`config.mk`:
```
export PLATFORM = sky130hd
export DESIGN_NAME = adcr_ctrl_regs
export DESIGN_NICKNAME = d
export VERILOG_FILES = /design/src/hdl/adcr_pkg.sv /design/src/hdl/adcr_conv_seq.sv /design/src/hdl/adcr_ctrl_regs.sv /design/src/hdl/adcr_input_route.sv
export VERILOG_INCLUDE_DIRS = /design/src /design/src/hdl
export SDC_FILE = /design/constraint.sdc
export NUM_CORES = 1
export LEC_CHECK = 0
export BUFFER_PORTS_ARGS = -buffer_cell sky130_fd_sc_hd__buf_2
export CELL_PAD_IN_SITES_DETAIL_PLACEMENT = 0
export CELL_PAD_IN_SITES_GLOBAL_PLACEMENT = 1
export CORE_ASPECT_RATIO = 1.75
export CORE_UTILIZATION = 43
export CTS_CLUSTER_DIAMETER = 60
export CTS_CLUSTER_SIZE = 20
export DETAILED_ROUTE_END_ITERATION = 8
export PLACE_DENSITY = 0.85
export SLEW_MARGIN = 20
export SYNTH_ARGS = -nofsm -noshare
export SYNTH_HDL_FRONTEND = slang
export SYNTH_HIERARCHICAL = 1
export SYNTH_SLANG_ARGS = --single-unit
```
`constraint.sdc`:
```
create_clock -name i_clk_sys -period 8 [get_ports i_clk_sys]
set_input_delay 2 -clock i_clk_sys [delete_from_list [all_inputs] [get_ports i_clk_sys]]
set_output_delay 2 -clock i_clk_sys [all_outputs]
set_load 0.01 [all_outputs]
```
`src/hdl/adcr_defines.svh`:
```
`ifndef ADCR_DEFINES_SVH
`define ADCR_DEFINES_SVH

// register offsets
`define ADCR_OFS_CFG_STATUS 16'h00d3
`define ADCR_OFS_INPUT_SEL 16'h00d5
`define ADCR_OFS_CTRL_ZERO 16'h00d6
`define ADCR_OFS_CTRL_ONE 16'h00d7

// converter address windows closed during standby, except control one at 16'h00d7
`define ADCR_BLK_A_LO 16'h00c0
`define ADCR_BLK_A_HI 16'h00cf
`define ADCR_BLK_B_LO 16'h00d4
`define ADCR_BLK_B_HI 16'h00d7

// input_select_reg fields
`define ADCR_CH_LSB 0
`define ADCR_CH_MSB 2
`define ADCR_SWEEP_BIT 4
`define ADCR_GRP_LSB 6
`define ADCR_GRP_MSB 7

// control_zero_reg / control_one_reg fields
`define ADCR_RUN_BIT 0
`define ADCR_REF_BIT 0
`define ADCR_RES_BIT 4
`define ADCR_WAKE_BIT 5
`define ADCR_ASSIST_BIT 6
`define ADCR_CHARGE_BIT 7

// status register fields
`define ADCR_ST_ROUTE_BAD 0
`define ADCR_ST_SWEEP_GRP 1
`define ADCR_ST_REF_CONFLICT 2
`define ADCR_ST_RESELECT 3
`define ADCR_ST_WR_IN_RUN 4
`define ADCR_ST_REFUSED 5
`define ADCR_ST_WAKE_OK 6

// reset values
`define ADCR_INPUT_SEL_RST 8'hc0
`define ADCR_CTRL_ZERO_RST 8'h00
`define ADCR_CTRL_ONE_RST 8'h00

// timing
`define ADCR_CLK_PERIOD_PS 8000
`define ADCR_WAKE_SETTLE_NS 32
`define ADCR_WAKE_SETTLE_CYC ((`ADCR_WAKE_SETTLE_NS * 1000 + `ADCR_CLK_PERIOD_PS - 1) / `ADCR_CLK_PERIOD_PS)

`endif

```
`src/hdl/adcr_pkg.sv`:
```
package adcr_pkg;

  typedef enum logic [2:0] {
    ADCR_MODE_ONE_SHOT = 3'h0,
    ADCR_MODE_REPEAT0 = 3'h2,
    ADCR_MODE_REPEAT1 = 3'h3,
    ADCR_MODE_SINGLE_SWEEP = 3'h4,
    ADCR_MODE_REPEAT_SWEEP = 3'h6
  } adcr_mode_t;

  typedef enum logic [1:0] {
    ADCR_GRP_ZERO = 2'h0,
    ADCR_GRP_ONE = 2'h1,
    ADCR_GRP_BAD = 2'h2,
    ADCR_GRP_NONE = 2'h3
  } adcr_group_t;

  typedef enum logic [1:0] {
    ADCR_SEQ_IDLE = 2'b01,
    ADCR_SEQ_RUN = 2'b10
  } adcr_seq_state_t;

  typedef struct packed {
    logic [1:0] group_sel;
    logic rsv5;
    logic sweep_length_sel;
    logic rsv3;
    logic [2:0] channel_code;
  } adcr_input_sel_t;

  typedef struct packed {
    logic [11:0] pin_sel;
    logic ref_in;
    logic legal;
  } adcr_route_t;

  function automatic logic adcr_in_range(input logic [15:0] a, input logic [15:0] lo, input logic [15:0] hi);
    adcr_in_range = (a >= lo) && (a <= hi);
  endfunction : adcr_in_range

endpackage : adcr_pkg
```
`src/hdl/adcr_conv_seq.sv`:
```
`timescale 1ns/1ps
`default_nettype none
module adcr_conv_seq (
  input wire logic i_clk_sys,
  input wire logic i_nrst,
  input wire logic i_ce,
  input wire logic i_start,
  input wire logic i_stop,
  input wire logic i_end_proc,
  input wire logic [2:0] i_mode,
  output logic o_running
);
  adcr_pkg::adcr_seq_state_t state_reg, state_next;
  logic self_end;

  // only the modes that finish on their own drop the flag at end processing
  assign self_end = (i_mode == adcr_pkg::ADCR_MODE_ONE_SHOT) || (i_mode == adcr_pkg::ADCR_MODE_SINGLE_SWEEP);

  always_comb begin
    state_next = state_reg;
    case (state_reg)
      adcr_pkg::ADCR_SEQ_IDLE: begin
        if (i_start) begin
          state_next = adcr_pkg::ADCR_SEQ_RUN;
        end
      end
      adcr_pkg::ADCR_SEQ_RUN: begin
        if (i_stop) begin
          state_next = adcr_pkg::ADCR_SEQ_IDLE;
        end else if (i_end_proc && self_end && !i_start) begin
          state_next = adcr_pkg::ADCR_SEQ_IDLE;
        end
      end
      default: begin
        state_next = adcr_pkg::ADCR_SEQ_IDLE;
      end
    endcase
  end

  always_ff @(posedge i_clk_sys) begin
    if (!i_nrst) begin
      state_reg <= adcr_pkg::ADCR_SEQ_IDLE;
    end else if (i_ce) begin
      state_reg <= state_next;
    end
  end

  // the run state's one-hot bit is the flag itself, so the output leaves a flop directly
  assign o_running = state_reg[1];
endmodule : adcr_conv_seq
`default_nettype wire

```
`src/hdl/adcr_ctrl_regs.sv`:
```
`timescale 1ns/1ps
`default_nettype none
`include "adcr_defines.svh"
module adcr_ctrl_regs #(
  parameter int WAKE_SETTLE_CYC = `ADCR_WAKE_SETTLE_CYC
) (
  input wire logic i_clk_sys,
  input wire logic i_nrst,
  input wire logic i_ce,
  input wire logic [15:0] i_addr,
  input wire logic [7:0] i_wdata,
  input wire logic i_wr,
  input wire logic i_rd,
  output logic [7:0] o_rdata,
  input wire logic [2:0] i_op_mode,
  input wire logic i_end_proc,
  output logic o_conv_run,
  output adcr_pkg::adcr_route_t o_route,
  output logic o_res_10bit,
  output logic o_converter_wake,
  output logic o_wake_settled,
  output logic o_open_wire_assist_on,
  output logic o_open_wire_charge_method,
  output logic o_reference_input_sel,
  output logic o_ext_access_blocked
);
  // a zero count could never report settled, so at least one cycle is loaded
  localparam logic [7:0] SETTLE_LOAD = (WAKE_SETTLE_CYC < 1) ? 8'h01 : 8'(WAKE_SETTLE_CYC);

  // register state
  adcr_pkg::adcr_input_sel_t input_sel_reg, input_sel_next;
  logic [7:0] ctrl_one_reg, ctrl_one_next;
  logic [7:0] rdata_reg, rdata_next;

  // status and bookkeeping
  logic wr_in_run_reg, wr_in_run_next;
  logic refused_reg, refused_next;
  logic reselect_reg, reselect_next;
  logic [2:0] mode_seen_reg, mode_seen_next;
  logic [7:0] settle_reg, settle_next;
  logic settled_reg, settled_next;
  logic blocked_out_reg, blocked_out_next;
  logic res_out_reg, res_out_next;
  logic wake_out_reg, wake_out_next;
  logic assist_out_reg, assist_out_next;
  logic method_out_reg, method_out_next;
  logic ref_out_reg, ref_out_next;

  // bus decode
  logic hit_sel;
  logic hit_c0;
  logic hit_c1;
  logic hit_stat;
  logic in_window;
  logic refuse;
  logic wr_ok;
  logic rd_ok;
  logic start_req;
  logic stop_req;
  // converter side
  logic running;
  logic sweep_mode;
  logic mode_legal;
  logic cfg_busy_write;
  logic [7:0] status_word;
  adcr_pkg::adcr_route_t route;

  function automatic logic addr_is(input logic [15:0] a, input logic [15:0] ofs);
    addr_is = (a == ofs);
  endfunction : addr_is

  // the status register sits between the two converter windows, so it is never refused
  assign hit_sel = addr_is(i_addr, `ADCR_OFS_INPUT_SEL);
  assign hit_c0 = addr_is(i_addr, `ADCR_OFS_CTRL_ZERO);
  assign hit_c1 = addr_is(i_addr, `ADCR_OFS_CTRL_ONE);
  assign hit_stat = addr_is(i_addr, `ADCR_OFS_CFG_STATUS);

  // control one stays reachable in standby, otherwise the part could never wake
  assign in_window = adcr_pkg::adcr_in_range(i_addr, `ADCR_BLK_A_LO, `ADCR_BLK_A_HI) ||
                     adcr_pkg::adcr_in_range(i_addr, `ADCR_BLK_B_LO, `ADCR_BLK_B_HI);
  assign refuse = !ctrl_one_reg[`ADCR_WAKE_BIT] && in_window && !hit_c1;
  assign wr_ok = i_wr && !refuse;
  assign rd_ok = i_rd && !refuse;

  assign start_req = wr_ok && hit_c0 && i_wdata[`ADCR_RUN_BIT];
  assign stop_req = wr_ok && hit_c0 && !i_wdata[`ADCR_RUN_BIT];

  // mode code check
  always_comb begin
    mode_legal = 1'b0;
    sweep_mode = 1'b0;
    case (i_op_mode)
      adcr_pkg::ADCR_MODE_ONE_SHOT: mode_legal = 1'b1;
      adcr_pkg::ADCR_MODE_REPEAT0: mode_legal = 1'b1;
      adcr_pkg::ADCR_MODE_REPEAT1: mode_legal = 1'b1;
      adcr_pkg::ADCR_MODE_SINGLE_SWEEP: begin
        mode_legal = 1'b1;
        sweep_mode = 1'b1;
      end
      adcr_pkg::ADCR_MODE_REPEAT_SWEEP: begin
        mode_legal = 1'b1;
        sweep_mode = 1'b1;
      end
      // unlisted codes are illegal and never count as a sweep
      default: begin
        mode_legal = 1'b0;
        sweep_mode = 1'b0;
      end
    endcase
  end

  // start and stop come only from accepted writes, so a refused start never runs
  adcr_conv_seq u_seq (
    .i_clk_sys(i_clk_sys),
    .i_nrst(i_nrst),
    .i_ce(i_ce),
    .i_start(start_req),
    .i_stop(stop_req),
    .i_end_proc(i_end_proc),
    .i_mode(i_op_mode),
    .o_running(running)
  );

  // routing is registered, so the input mux follows a write one cycle later
  adcr_input_route u_route (
    .i_clk_sys(i_clk_sys),
    .i_nrst(i_nrst),
    .i_ce(i_ce),
    .i_sel(input_sel_reg),
    .i_ref_sel(ctrl_one_reg[`ADCR_REF_BIT]),
    .i_sweep_mode(sweep_mode),
    .o_route(route)
  );

  // register writes; reserved bits are kept as written
  // a refused write leaves every register but the refused flag as it was
  always_comb begin
    input_sel_next = input_sel_reg;
    ctrl_one_next = ctrl_one_reg;
    if (wr_ok && hit_sel) begin
      input_sel_next = adcr_pkg::adcr_input_sel_t'(i_wdata);
    end
    if (wr_ok && hit_c1) begin
      ctrl_one_next = i_wdata;
    end
  end

  always_ff @(posedge i_clk_sys) begin
    if (!i_nrst) begin
      input_sel_reg <= adcr_pkg::adcr_input_sel_t'(`ADCR_INPUT_SEL_RST);
      ctrl_one_reg <= `ADCR_CTRL_ONE_RST;
    end else if (i_ce) begin
      input_sel_reg <= input_sel_next;
      ctrl_one_reg <= ctrl_one_next;
    end
  end

  // the result of a reconfigured conversion is undefined; the hazard is only flagged, never blocked
  assign cfg_busy_write = wr_ok && running && (hit_sel || hit_c1);

  // sticky flags, write one to clear; a new event beats the clear
  always_comb begin
    wr_in_run_next = wr_in_run_reg;
    refused_next = refused_reg;
    if (wr_ok && hit_stat && i_wdata[`ADCR_ST_WR_IN_RUN]) begin
      wr_in_run_next = 1'b0;
    end
    if (wr_ok && hit_stat && i_wdata[`ADCR_ST_REFUSED]) begin
      refused_next = 1'b0;
    end
    if (cfg_busy_write) begin
      wr_in_run_next = 1'b1;
    end
    if ((i_wr || i_rd) && refuse) begin
      refused_next = 1'b1;
    end
  end

  always_ff @(posedge i_clk_sys) begin
    if (!i_nrst) begin
      wr_in_run_reg <= 1'b0;
      refused_reg <= 1'b0;
    end else if (i_ce) begin
      wr_in_run_reg <= wr_in_run_next;
      refused_reg <= refused_next;
    end
  end

  // a mode change leaves the channel choice stale until software writes it again
  always_comb begin
    mode_seen_next = i_op_mode;
    reselect_next = reselect_reg;
    if (i_op_mode != mode_seen_reg) begin
      reselect_next = 1'b1;
    end else if (wr_ok && hit_sel) begin
      reselect_next = 1'b0;
    end
  end

  always_ff @(posedge i_clk_sys) begin
    if (!i_nrst) begin
      mode_seen_reg <= 3'h0;
      reselect_reg <= 1'b0;
    end else if (i_ce) begin
      mode_seen_reg <= mode_seen_next;
      reselect_reg <= reselect_next;
    end
  end

  // wake settle timer: the start is not held off, only reported
  always_comb begin
    settle_next = settle_reg;
    settled_next = settled_reg;
    if (!ctrl_one_next[`ADCR_WAKE_BIT]) begin
      settle_next = 8'h00;
      settled_next = 1'b0;
    end else if (!ctrl_one_reg[`ADCR_WAKE_BIT]) begin
      settle_next = SETTLE_LOAD;
      settled_next = 1'b0;
    end else if (settle_reg != 8'h00) begin
      settle_next = settle_reg - 8'h01;
      settled_next = (settle_reg == 8'h01);
    end
  end

  always_ff @(posedge i_clk_sys) begin
    if (!i_nrst) begin
      settle_reg <= 8'h00;
      settled_reg <= 1'b0;
    end else if (i_ce) begin
      settle_reg <= settle_next;
      settled_reg <= settled_next;
    end
  end

  // registered copies of the control outputs
  // the analog side sees flops only, never decode glitches
  always_comb begin
    blocked_out_next = !ctrl_one_next[`ADCR_WAKE_BIT];
    res_out_next = ctrl_one_next[`ADCR_RES_BIT];
    wake_out_next = ctrl_one_next[`ADCR_WAKE_BIT];
    assist_out_next = ctrl_one_next[`ADCR_ASSIST_BIT];
    // method only takes effect once the assist is enabled
    method_out_next = ctrl_one_next[`ADCR_ASSIST_BIT] & ctrl_one_next[`ADCR_CHARGE_BIT];
    ref_out_next = ctrl_one_next[`ADCR_REF_BIT];
  end

  always_ff @(posedge i_clk_sys) begin
    if (!i_nrst) begin
      blocked_out_reg <= 1'b1;
      res_out_reg <= 1'b0;
      wake_out_reg <= 1'b0;
      assist_out_reg <= 1'b0;
      method_out_reg <= 1'b0;
      ref_out_reg <= 1'b0;
    end else if (i_ce) begin
      blocked_out_reg <= blocked_out_next;
      res_out_reg <= res_out_next;
      wake_out_reg <= wake_out_next;
      assist_out_reg <= assist_out_next;
      method_out_reg <= method_out_next;
      ref_out_reg <= ref_out_next;
    end
  end

  // status view
  // these bits only report; none of them holds off a conversion
  always_comb begin
    status_word = 8'h00;
    status_word[`ADCR_ST_ROUTE_BAD] = !route.legal || !mode_legal;
    status_word[`ADCR_ST_SWEEP_GRP] = input_sel_reg.sweep_length_sel &&
                                      (input_sel_reg.group_sel != adcr_pkg::ADCR_GRP_ONE);
    status_word[`ADCR_ST_REF_CONFLICT] = ctrl_one_reg[`ADCR_REF_BIT] &&
                                         (sweep_mode || input_sel_reg.channel_code != 3'h0 ||
                                          ctrl_one_reg[`ADCR_ASSIST_BIT]);
    status_word[`ADCR_ST_RESELECT] = reselect_reg;
    status_word[`ADCR_ST_WR_IN_RUN] = wr_in_run_reg;
    status_word[`ADCR_ST_REFUSED] = refused_reg;
    status_word[`ADCR_ST_WAKE_OK] = settled_reg;
  end

  // read data stand for exactly one cycle; refused or unmapped reads return zero
  always_comb begin
    rdata_next = 8'h00;
    if (rd_ok) begin
      if (hit_sel) begin
        rdata_next = input_sel_reg;
      end else if (hit_c0) begin
        rdata_next = {7'h00, running};
      end else if (hit_c1) begin
        rdata_next = ctrl_one_reg;
      end else if (hit_stat) begin
        rdata_next = status_word;
      end else begin
        rdata_next = 8'h00;
      end
    end
  end

  always_ff @(posedge i_clk_sys) begin
    if (!i_nrst) begin
      rdata_reg <= 8'h00;
    end else if (i_ce) begin
      rdata_reg <= rdata_next;
    end
  end

  assign o_rdata = rdata_reg;
  assign o_conv_run = running;
  assign o_route = route;
  assign o_res_10bit = res_out_reg;
  assign o_converter_wake = wake_out_reg;
  assign o_wake_settled = settled_reg;
  assign o_open_wire_assist_on = assist_out_reg;
  assign o_open_wire_charge_method = method_out_reg;
  assign o_reference_input_sel = ref_out_reg;
  assign o_ext_access_blocked = blocked_out_reg;
endmodule : adcr_ctrl_regs
`default_nettype wire

```
`src/hdl/adcr_input_route.sv`:
```
`timescale 1ns/1ps
`default_nettype none
module adcr_input_route (
  input wire logic i_clk_sys,
  input wire logic i_nrst,
  input wire logic i_ce,
  input wire adcr_pkg::adcr_input_sel_t i_sel,
  input wire logic i_ref_sel,
  input wire logic i_sweep_mode,
  output adcr_pkg::adcr_route_t o_route
);
  adcr_pkg::adcr_route_t route_reg, route_next;

  always_comb begin
    route_next = '0;
    if (i_ref_sel) begin
      route_next.ref_in = 1'b1;
      route_next.legal = (i_sel.channel_code == 3'h0) && !i_sweep_mode;
    end else if (i_sweep_mode) begin
      case (i_sel.group_sel)
        adcr_pkg::ADCR_GRP_ZERO: begin
          route_next.pin_sel = 12'h003;
          route_next.legal = !i_sel.sweep_length_sel;
        end
        adcr_pkg::ADCR_GRP_ONE: begin
          route_next.pin_sel = i_sel.sweep_length_sel ? 12'hf00 : 12'h300;
          route_next.legal = 1'b1;
        end
        default: begin
          route_next.legal = 1'b0;
        end
      endcase
    end else begin
      case (i_sel.group_sel)
        adcr_pkg::ADCR_GRP_ZERO: begin
          case (i_sel.channel_code)
            3'h0: route_next.pin_sel = 12'h001;
            3'h1: route_next.pin_sel = 12'h002;
            3'h5: route_next.pin_sel = 12'h020;
            3'h6: route_next.pin_sel = 12'h040;
            default: route_next.pin_sel = 12'h000;
          endcase
          route_next.legal = (route_next.pin_sel != 12'h000);
        end
        adcr_pkg::ADCR_GRP_ONE: begin
          if (!i_sel.channel_code[2]) begin
            route_next.pin_sel = 12'h100 << i_sel.channel_code[1:0];
            route_next.legal = 1'b1;
          end
        end
        adcr_pkg::ADCR_GRP_NONE: begin
          route_next.legal = 1'b1;
        end
        default: begin
          route_next.legal = 1'b0;
        end
      endcase
    end
  end

  always_ff @(posedge i_clk_sys) begin
    if (!i_nrst) begin
      route_reg <= '0;
    end else if (i_ce) begin
      route_reg <= route_next;
    end
  end

  assign o_route = route_reg;
endmodule : adcr_input_route
`default_nettype wire

```
Yosys cells after proc, flatten, opt, wreduce, memory -nomap -nowiden --
Cells that the tools add are included.
Storage, ports and cells: register bits after elaboration 61, word-level logic and storage cells 149
Cells by class: $add $sub $neg 1, bitwise logic cells 1, order comparisons 4, multiplexer cells 40, shift operators 1, reduce and logical (&&, ||, !) cells 57, equal/unequal tests 21
Operator list (number):
- two-way mux 12 bit | 7
- equality test 16 x 8 -> 1 bit, second input constant | 4
- two-way mux 8 bit | 8
- one-hot mux 12 bit (2 select lines) | 2
- >= comparator 16 x 8 -> 1 bit, second input constant | 2
- <= comparator 16 x 8 -> 1 bit, second input constant | 2
- one-hot mux 7 bit (4 select lines) | 1
- logical AND 1 bit | 22
- two-way mux 1 bit | 15
- equality test 3 bit, second input constant | 4
- AND reduction 2 bit | 6
- nonzero test 12 bit | 1
- left shift 9 x 2 -> 12 bit, first input constant | 1
- logical NOT 1 bit | 10
- equality test 8 x 1 -> 1 bit, second input constant | 1
- nonzero test 8 bit | 1
- subtractor 8 x 1 -> 8 bit, second input constant | 1
- logical OR 1 bit | 7
- two-way mux 7 bit | 1
- equality test 3 x 2 -> 1 bit, second input constant | 2
- logical NOT 3 bit | 2
- two-way mux 2 bit | 3
- inequality test 3 x 2 -> 1 bit, second input constant | 2
- nonzero test 2 bit | 3
- 14 further kinds | 17

Longest topological paths before layout --
depth after elaboration 14, gate-level depth with buffers 8, gate-level depth less buffers 8

Hierarchy --
Netlist, hierarchy kept.
Modules (own cells, without submodules):
- adcr_ctrl_regs | cells an instance 247, seq. area each 820.8 um^2, area an instance 2115.8 um^2, instances 1
- adcr_input_route | cells an instance 69, seq. area each 200.2 um^2, area an instance 620.6 um^2, instances 1
- adcr_conv_seq | cells an instance 9, seq. area each 40.0 um^2, area an instance 101.3 um^2, instances 1

Worst setup path after synthesis --
OpenSTA, ideal clock, no wires.
path kind input to register, start point input port i_addr[11], end point register u_seq.state_reg[1], required time 7880 ps, setup slack 3765 ps, data arrival time 4115 ps, cell stages on the path 8, setup time 120 ps, cells stage by stage or4_1 nor2_1 or4b_1 nand3_1 nor2_1 nor4b_2 nor4b_1 o31a_1
Between the ends: cells in the longest elaborated chain, start to end 13
RTL lines:
- from (decl) | line adcr_ctrl_regs.sv:10 | input wire logic [15:0] i_addr,
- >= comparator 16 x 8 -> 1 bit / <= comparator 16 x 8 -> 1 bit (equally long branches) | line adcr_pkg.sv:38 | adcr_in_range = (a >= lo) && (a <= hi);
- logical AND 1 bit | line adcr_pkg.sv:38
- logical OR 1 bit | line adcr_ctrl_regs.sv:79 | assign in_window = adcr_pkg::adcr_in_range(i_addr, `ADCR_BLK_A_LO, `ADCR_BLK_A_HI) ||
- logical AND 1 bit (2 in a row) | line adcr_ctrl_regs.sv:81 | assign refuse = !ctrl_one_reg[`ADCR_WAKE_BIT] && in_window && !hit_c1;
- logical NOT 1 bit | line adcr_ctrl_regs.sv:82 | assign wr_ok = i_wr && !refuse;
- logical AND 1 bit | line adcr_ctrl_regs.sv:82
- logical AND 1 bit * (2 in a row) | line adcr_ctrl_regs.sv:85 | assign start_req = wr_ok && hit_c0 && i_wdata[`ADCR_RUN_BIT];
- via start_req | line adcr_ctrl_regs.sv:58 | logic start_req;
- logical NOT 1 bit | line adcr_conv_seq.sv:30 | end else if (i_end_proc && self_end && !i_start) begin
- logical AND 1 bit | line adcr_conv_seq.sv:30
- inequality test 3 x 2 -> 1 bit (no source line)
- AND reduction 3 bit (no source line) *
- to (signal assigned) | line adcr_conv_seq.sv:42 | state_reg <= adcr_pkg::ADCR_SEQ_IDLE;
- to (signal assigned) | line adcr_conv_seq.sv:44 | state_reg <= state_next;
- to (decl) | line adcr_conv_seq.sv:13 | adcr_pkg::adcr_seq_state_t state_reg, state_next;
The timed path passes the listed nets; every way through them passes the cells marked *. A chain may end at the register's enable or synchronous reset.

Worst setup path after layout --
Ends and elaborated chain as after synthesis.

==> metrics.log <==
INFO  metric finalSetupViolCount = 0
INFO  metric hpwlAfterDp = 5290 um
INFO  metric grt_use_met2 = 0.410
INFO  metric clock_tree.buffer_depth = 2
INFO  metric area_of_placed_instances = 3170 sq um
INFO  metric min-delay-start = o_rdata[6]$_SDFFE_PN0P_
INFO  metric power_switching = 0.124 mW
INFO  metric avgViaCountPerCell = 5.57
INFO  metric holdPathEnd = o_rdata[6]$_SDFFE_PN0P_
INFO  metric most_used_cell_along_the_critical_path = nor2_1
INFO  metric gr-usage-all-layers = 0.217
INFO  metric synth_top_area_share = 0.374
INFO  metric cts_inserted_buffers = 5
INFO  metric async_sr_flop_fraction = 0
INFO  metric timing.critical_path.from_type = input port
INFO  metric clk_root_buffer_cell = clkbuf_8
INFO  metric worst_slack = 3810 ps
INFO  metric hold-path-cell-count = 2
INFO  metric r2r_slack = 5850 ps
INFO  metric htree_num_levels = 2
INFO  metric worstRegToRegCells = 5
INFO  metric critical_path.reg2reg.startpoint = settle_reg[2]$_SDFFE_PN0P_
INFO  metric postLayoutCoreUtil = 0.520
INFO  metric min_period = 4190 ps
INFO  metric maximum_number_of_pins_on_one_net_before_global_route_repair = 46
INFO  metric seq_power_share = 0.572
INFO  metric cts.sinks = 53
INFO  metric worst_setup_hold_path_clk_slew = 100 ps
INFO  metric finalPower = 0.475 mW
INFO  metric vdd.ir_drop.worst = 0.106 mV
INFO  metric postCtsHoldBufs = 0
INFO  metric cp.required = 8200 ps
INFO  metric port_buffers = 58
INFO  metric post_synth_instance_area = 2840 sq um
INFO  metric average_cell_area_after_synthesis = 8.73 sq um
INFO  metric drt-initial-drc-count = 116
INFO  metric crit_fanout = 5
INFO  metric synth.largest_area_cell = dfxtp_1
INFO  metric synth-edff-count = 0
INFO  metric p_int = 0.351 mW
INFO  metric share_clk_of_total_power = 0.324
INFO  metric die_width = 63.4 um
INFO  metric grt_antenna_before_repair = 0
INFO  metric num_rows = 38
INFO  metric post_cts_resize_count = 0
INFO  metric power.share.combinational = 0.104
INFO  metric post-route-period-util = 0.523
INFO  metric antenna_violating_nets_post_route = 0
INFO  metric worstPathCellList = buf_2 -> or4_1 -> nor2_1 -> or4b_1 -> nand3_1 -> nor2_1 -> nor4b_2 -> nor4b_1 -> o31a_1
INFO  metric largest_register_ff_count = 10
INFO  metric critPathBufInv = 1
INFO  metric rsz0062_at_grt = false
INFO  metric synth_seq_area_share = 0.374
INFO  metric worstSetupEndpointType = register
INFO  metric use_met3 = 0.0363
INFO  metric final_design_area_no_fill = 3260 sq um
INFO  metric yosys_warnings = 6
INFO  metric cts_setup_buffers = 0
INFO  metric met1_usage = 0.235
INFO  metric num_vias = 2552
INFO  metric p_per_area = 146 nW/um^2
INFO  metric pre_cts_worst_setup_slack = 3500 ps
INFO  metric max_freq = 0.239 GHz
INFO  metric slew_limit_fails = 0
INFO  metric synth-main-ff-cell = dfxtp_1
INFO  metric clkLatencyLatePin = 310 ps
INFO  metric remaining_drc_errors = 0
INFO  metric i_o_pin_cnt = 63
INFO  metric die_h = 109 um
INFO  metric initial_utilization = 0.452
INFO  metric drt_pass1_iterations = 4
INFO  metric grt_busiest_layer = met2
INFO  metric worst-slew-pin-transition = 1030 ps
INFO  metric tritoncts_clock_tree = done
INFO  metric grt_pass1_vias = 2492
INFO  metric global_route.overflow_total = 0
INFO  metric syn-instance-count = 325
INFO  metric worst_endpoint_data_arrival_time = 4390 ps
INFO  metric drv.max_cap_violation_count = 0
INFO  metric ys_seq_elements = 53
INFO  metric slowest_delay = 620 ps
INFO  metric gp_congestion = 0.817
INFO  metric routed_wl = 7230 um
INFO  metric syn2layout_area_growth = 14.9%
INFO  metric cpMaxStageDelayCell = or4_1
INFO  metric grt_first_pass_wirelength = 11900 um
INFO  metric fin_tns_setup = 0 ps
INFO  metric timing.final.hold_violations = 0
INFO  metric crit_path_leading_delay_family = simple AND/OR/NAND/NOR gates
INFO  metric p_leak = 1.36 nW
INFO  metric core = 6280 sq um
INFO  metric wire_per_inst = 15.8 um
INFO  metric final_net_count = 412
INFO  metric main_area_contributors_after_synthesis = dfxtp_1 37%, mux2i_1 7.4%, nor2b_1 5.7%
INFO  metric floorplan.die_area = 6940 sq um
INFO  metric worst_hold_class = register to register
INFO  metric finClkSkew = 7.74 ps
INFO  metric relSlewSlack = 0.314
INFO  metric timing_worst_setup_path_type = input port to register
INFO  metric power_switching_share = 0.261
INFO  metric post_route_cells_drive_above_1_share = 0.217
INFO  metric status = complete, no violations
INFO  metric rr_endpoint = settle_reg[6]$_SDFFE_PN0P_
INFO  metric antennaDiodeCount = 0
INFO  metric synth_cell_types = 60
-- kinds of logic (layout without fill, tap and decap cells) --
kind of cell	Yosys count	in the layout	synth area share
fa+ha+maj	2	2	0.00882
mux	24	24	0.0860
compound gates	79	79	0.180
xor+xnor	3	3	0.00926
flops	53	53	0.374
buf+inv	30	80	0.0459
other cells	1	4	0.00132
simple gates	133	133	0.295
-- routing by layer --
| metal | wire (um) | vias up | share of wire |
|---|---|---|---|
| li1 | - | 1268 | - |
| met1 | 2870 | 1212 | 0.40 |
| met2 | 3930 | 53 | 0.54 |
| met3 | 213 | 19 | 0.029 |
| met4 | 216 | 0 | 0.030 |
| met5 | 0 | - | 0 |
-- worst min-delay path: stages (launching register included) --
cell	delay, ps
dfxtp_1	340
nand2_1	40
o21ai_0	50
-- layout make-up --
| class | count | area, sq um |
|---|---|---|
| Clock buffer | 6 | 72.6 |
| Clock inverter | 2 | 15.0 |
| Fill cell | 656 | 3020 |
| Inverter | 13 | 48.8 |
| Multi-Input combinational cell | 245 | 1670 |
| Sequential cell | 53 | 1060 |
| Tap cell | 80 | 100 |
| Timing Repair Buffer | 59 | 298 |
-- synth_stat cells (5+ instances only) --
| cell type | instances |
|---|---|
| a21oi_1 | 15 |
| nor3_1 | 6 |
| inv_1 | 13 |
| mux2i_1 | 21 |
| or3_1 | 5 |
| a22oi_1 | 6 |
| a21boi_0 | 6 |
| dfxtp_1 | 53 |
| nand2b_1 | 8 |
| clkbuf_1 | 9 |
| or4_1 | 6 |
| nand2_1 | 24 |
| o21ai_0 | 23 |
| nand3b_1 | 6 |
| nor2b_1 | 26 |
| nand3_1 | 8 |
| nor2_1 | 12 |
-- metrics by stage --
step / instances / hold slack [ps]
floorplan: 328 / 439
global placement: 450 / 436
detailed placement: 450 / 442
CTS: 458 / 466
global route: 458 / 492
finish: 458 / 464
-- layout by cell type (no fill, tap or decap), drive strengths merged, types with 6 or more instances in the layout --
cell,synthesis,routed
o21ai,23,23
nor3,7,7
inv,13,13
nand3,8,8
nand2,24,24
clkbuf,10,6
nor2,12,12
or4,7,7
a21oi,15,15
mux2i,21,21
dfxtp,53,53
buf,7,59
a21boi,6,6
nand3b,7,7
nor2b,26,26
a22oi,7,7
nand2b,8,8
-- worst max path at each step --
| stage | from | endpoint | slack, ps | depth (start not counted) |
|---|---|---|---|---|
| finish | i_addr[11] | u_seq/state_reg[1]$_SDFFE_PN0P_ | 3810 | 9 |
| global route | i_addr[11] | u_seq/state_reg[1]$_SDFFE_PN0P_ | 3640 | 9 |
| CTS | i_addr[11] | u_seq/state_reg[1]$_SDFFE_PN0P_ | 3840 | 9 |
| detailed placement | i_addr[11] | u_seq/state_reg[1]$_SDFFE_PN0P_ | 3500 | 9 |
| global placement | i_addr[11] | u_seq/state_reg[1]$_SDFFE_PN0P_ | 3550 | 9 |
| floorplan | i_addr[11] | u_seq/state_reg[1]$_SDFFE_PN0P_ | 3760 | 8 |
-- power groups by stage --
stage	Sequential, mW	Clock [mW]	Combinational [mW]
floorplan	0.277	0	0.0299
global placement	0.278	0	0.0488
detailed placement	0.278	0	0.0497
CTS	0.272	0.157	0.0498
global route	0.272	0.168	0.0551
finish	0.271	0.154	0.0496
Power figures use the tool's default switching activity.
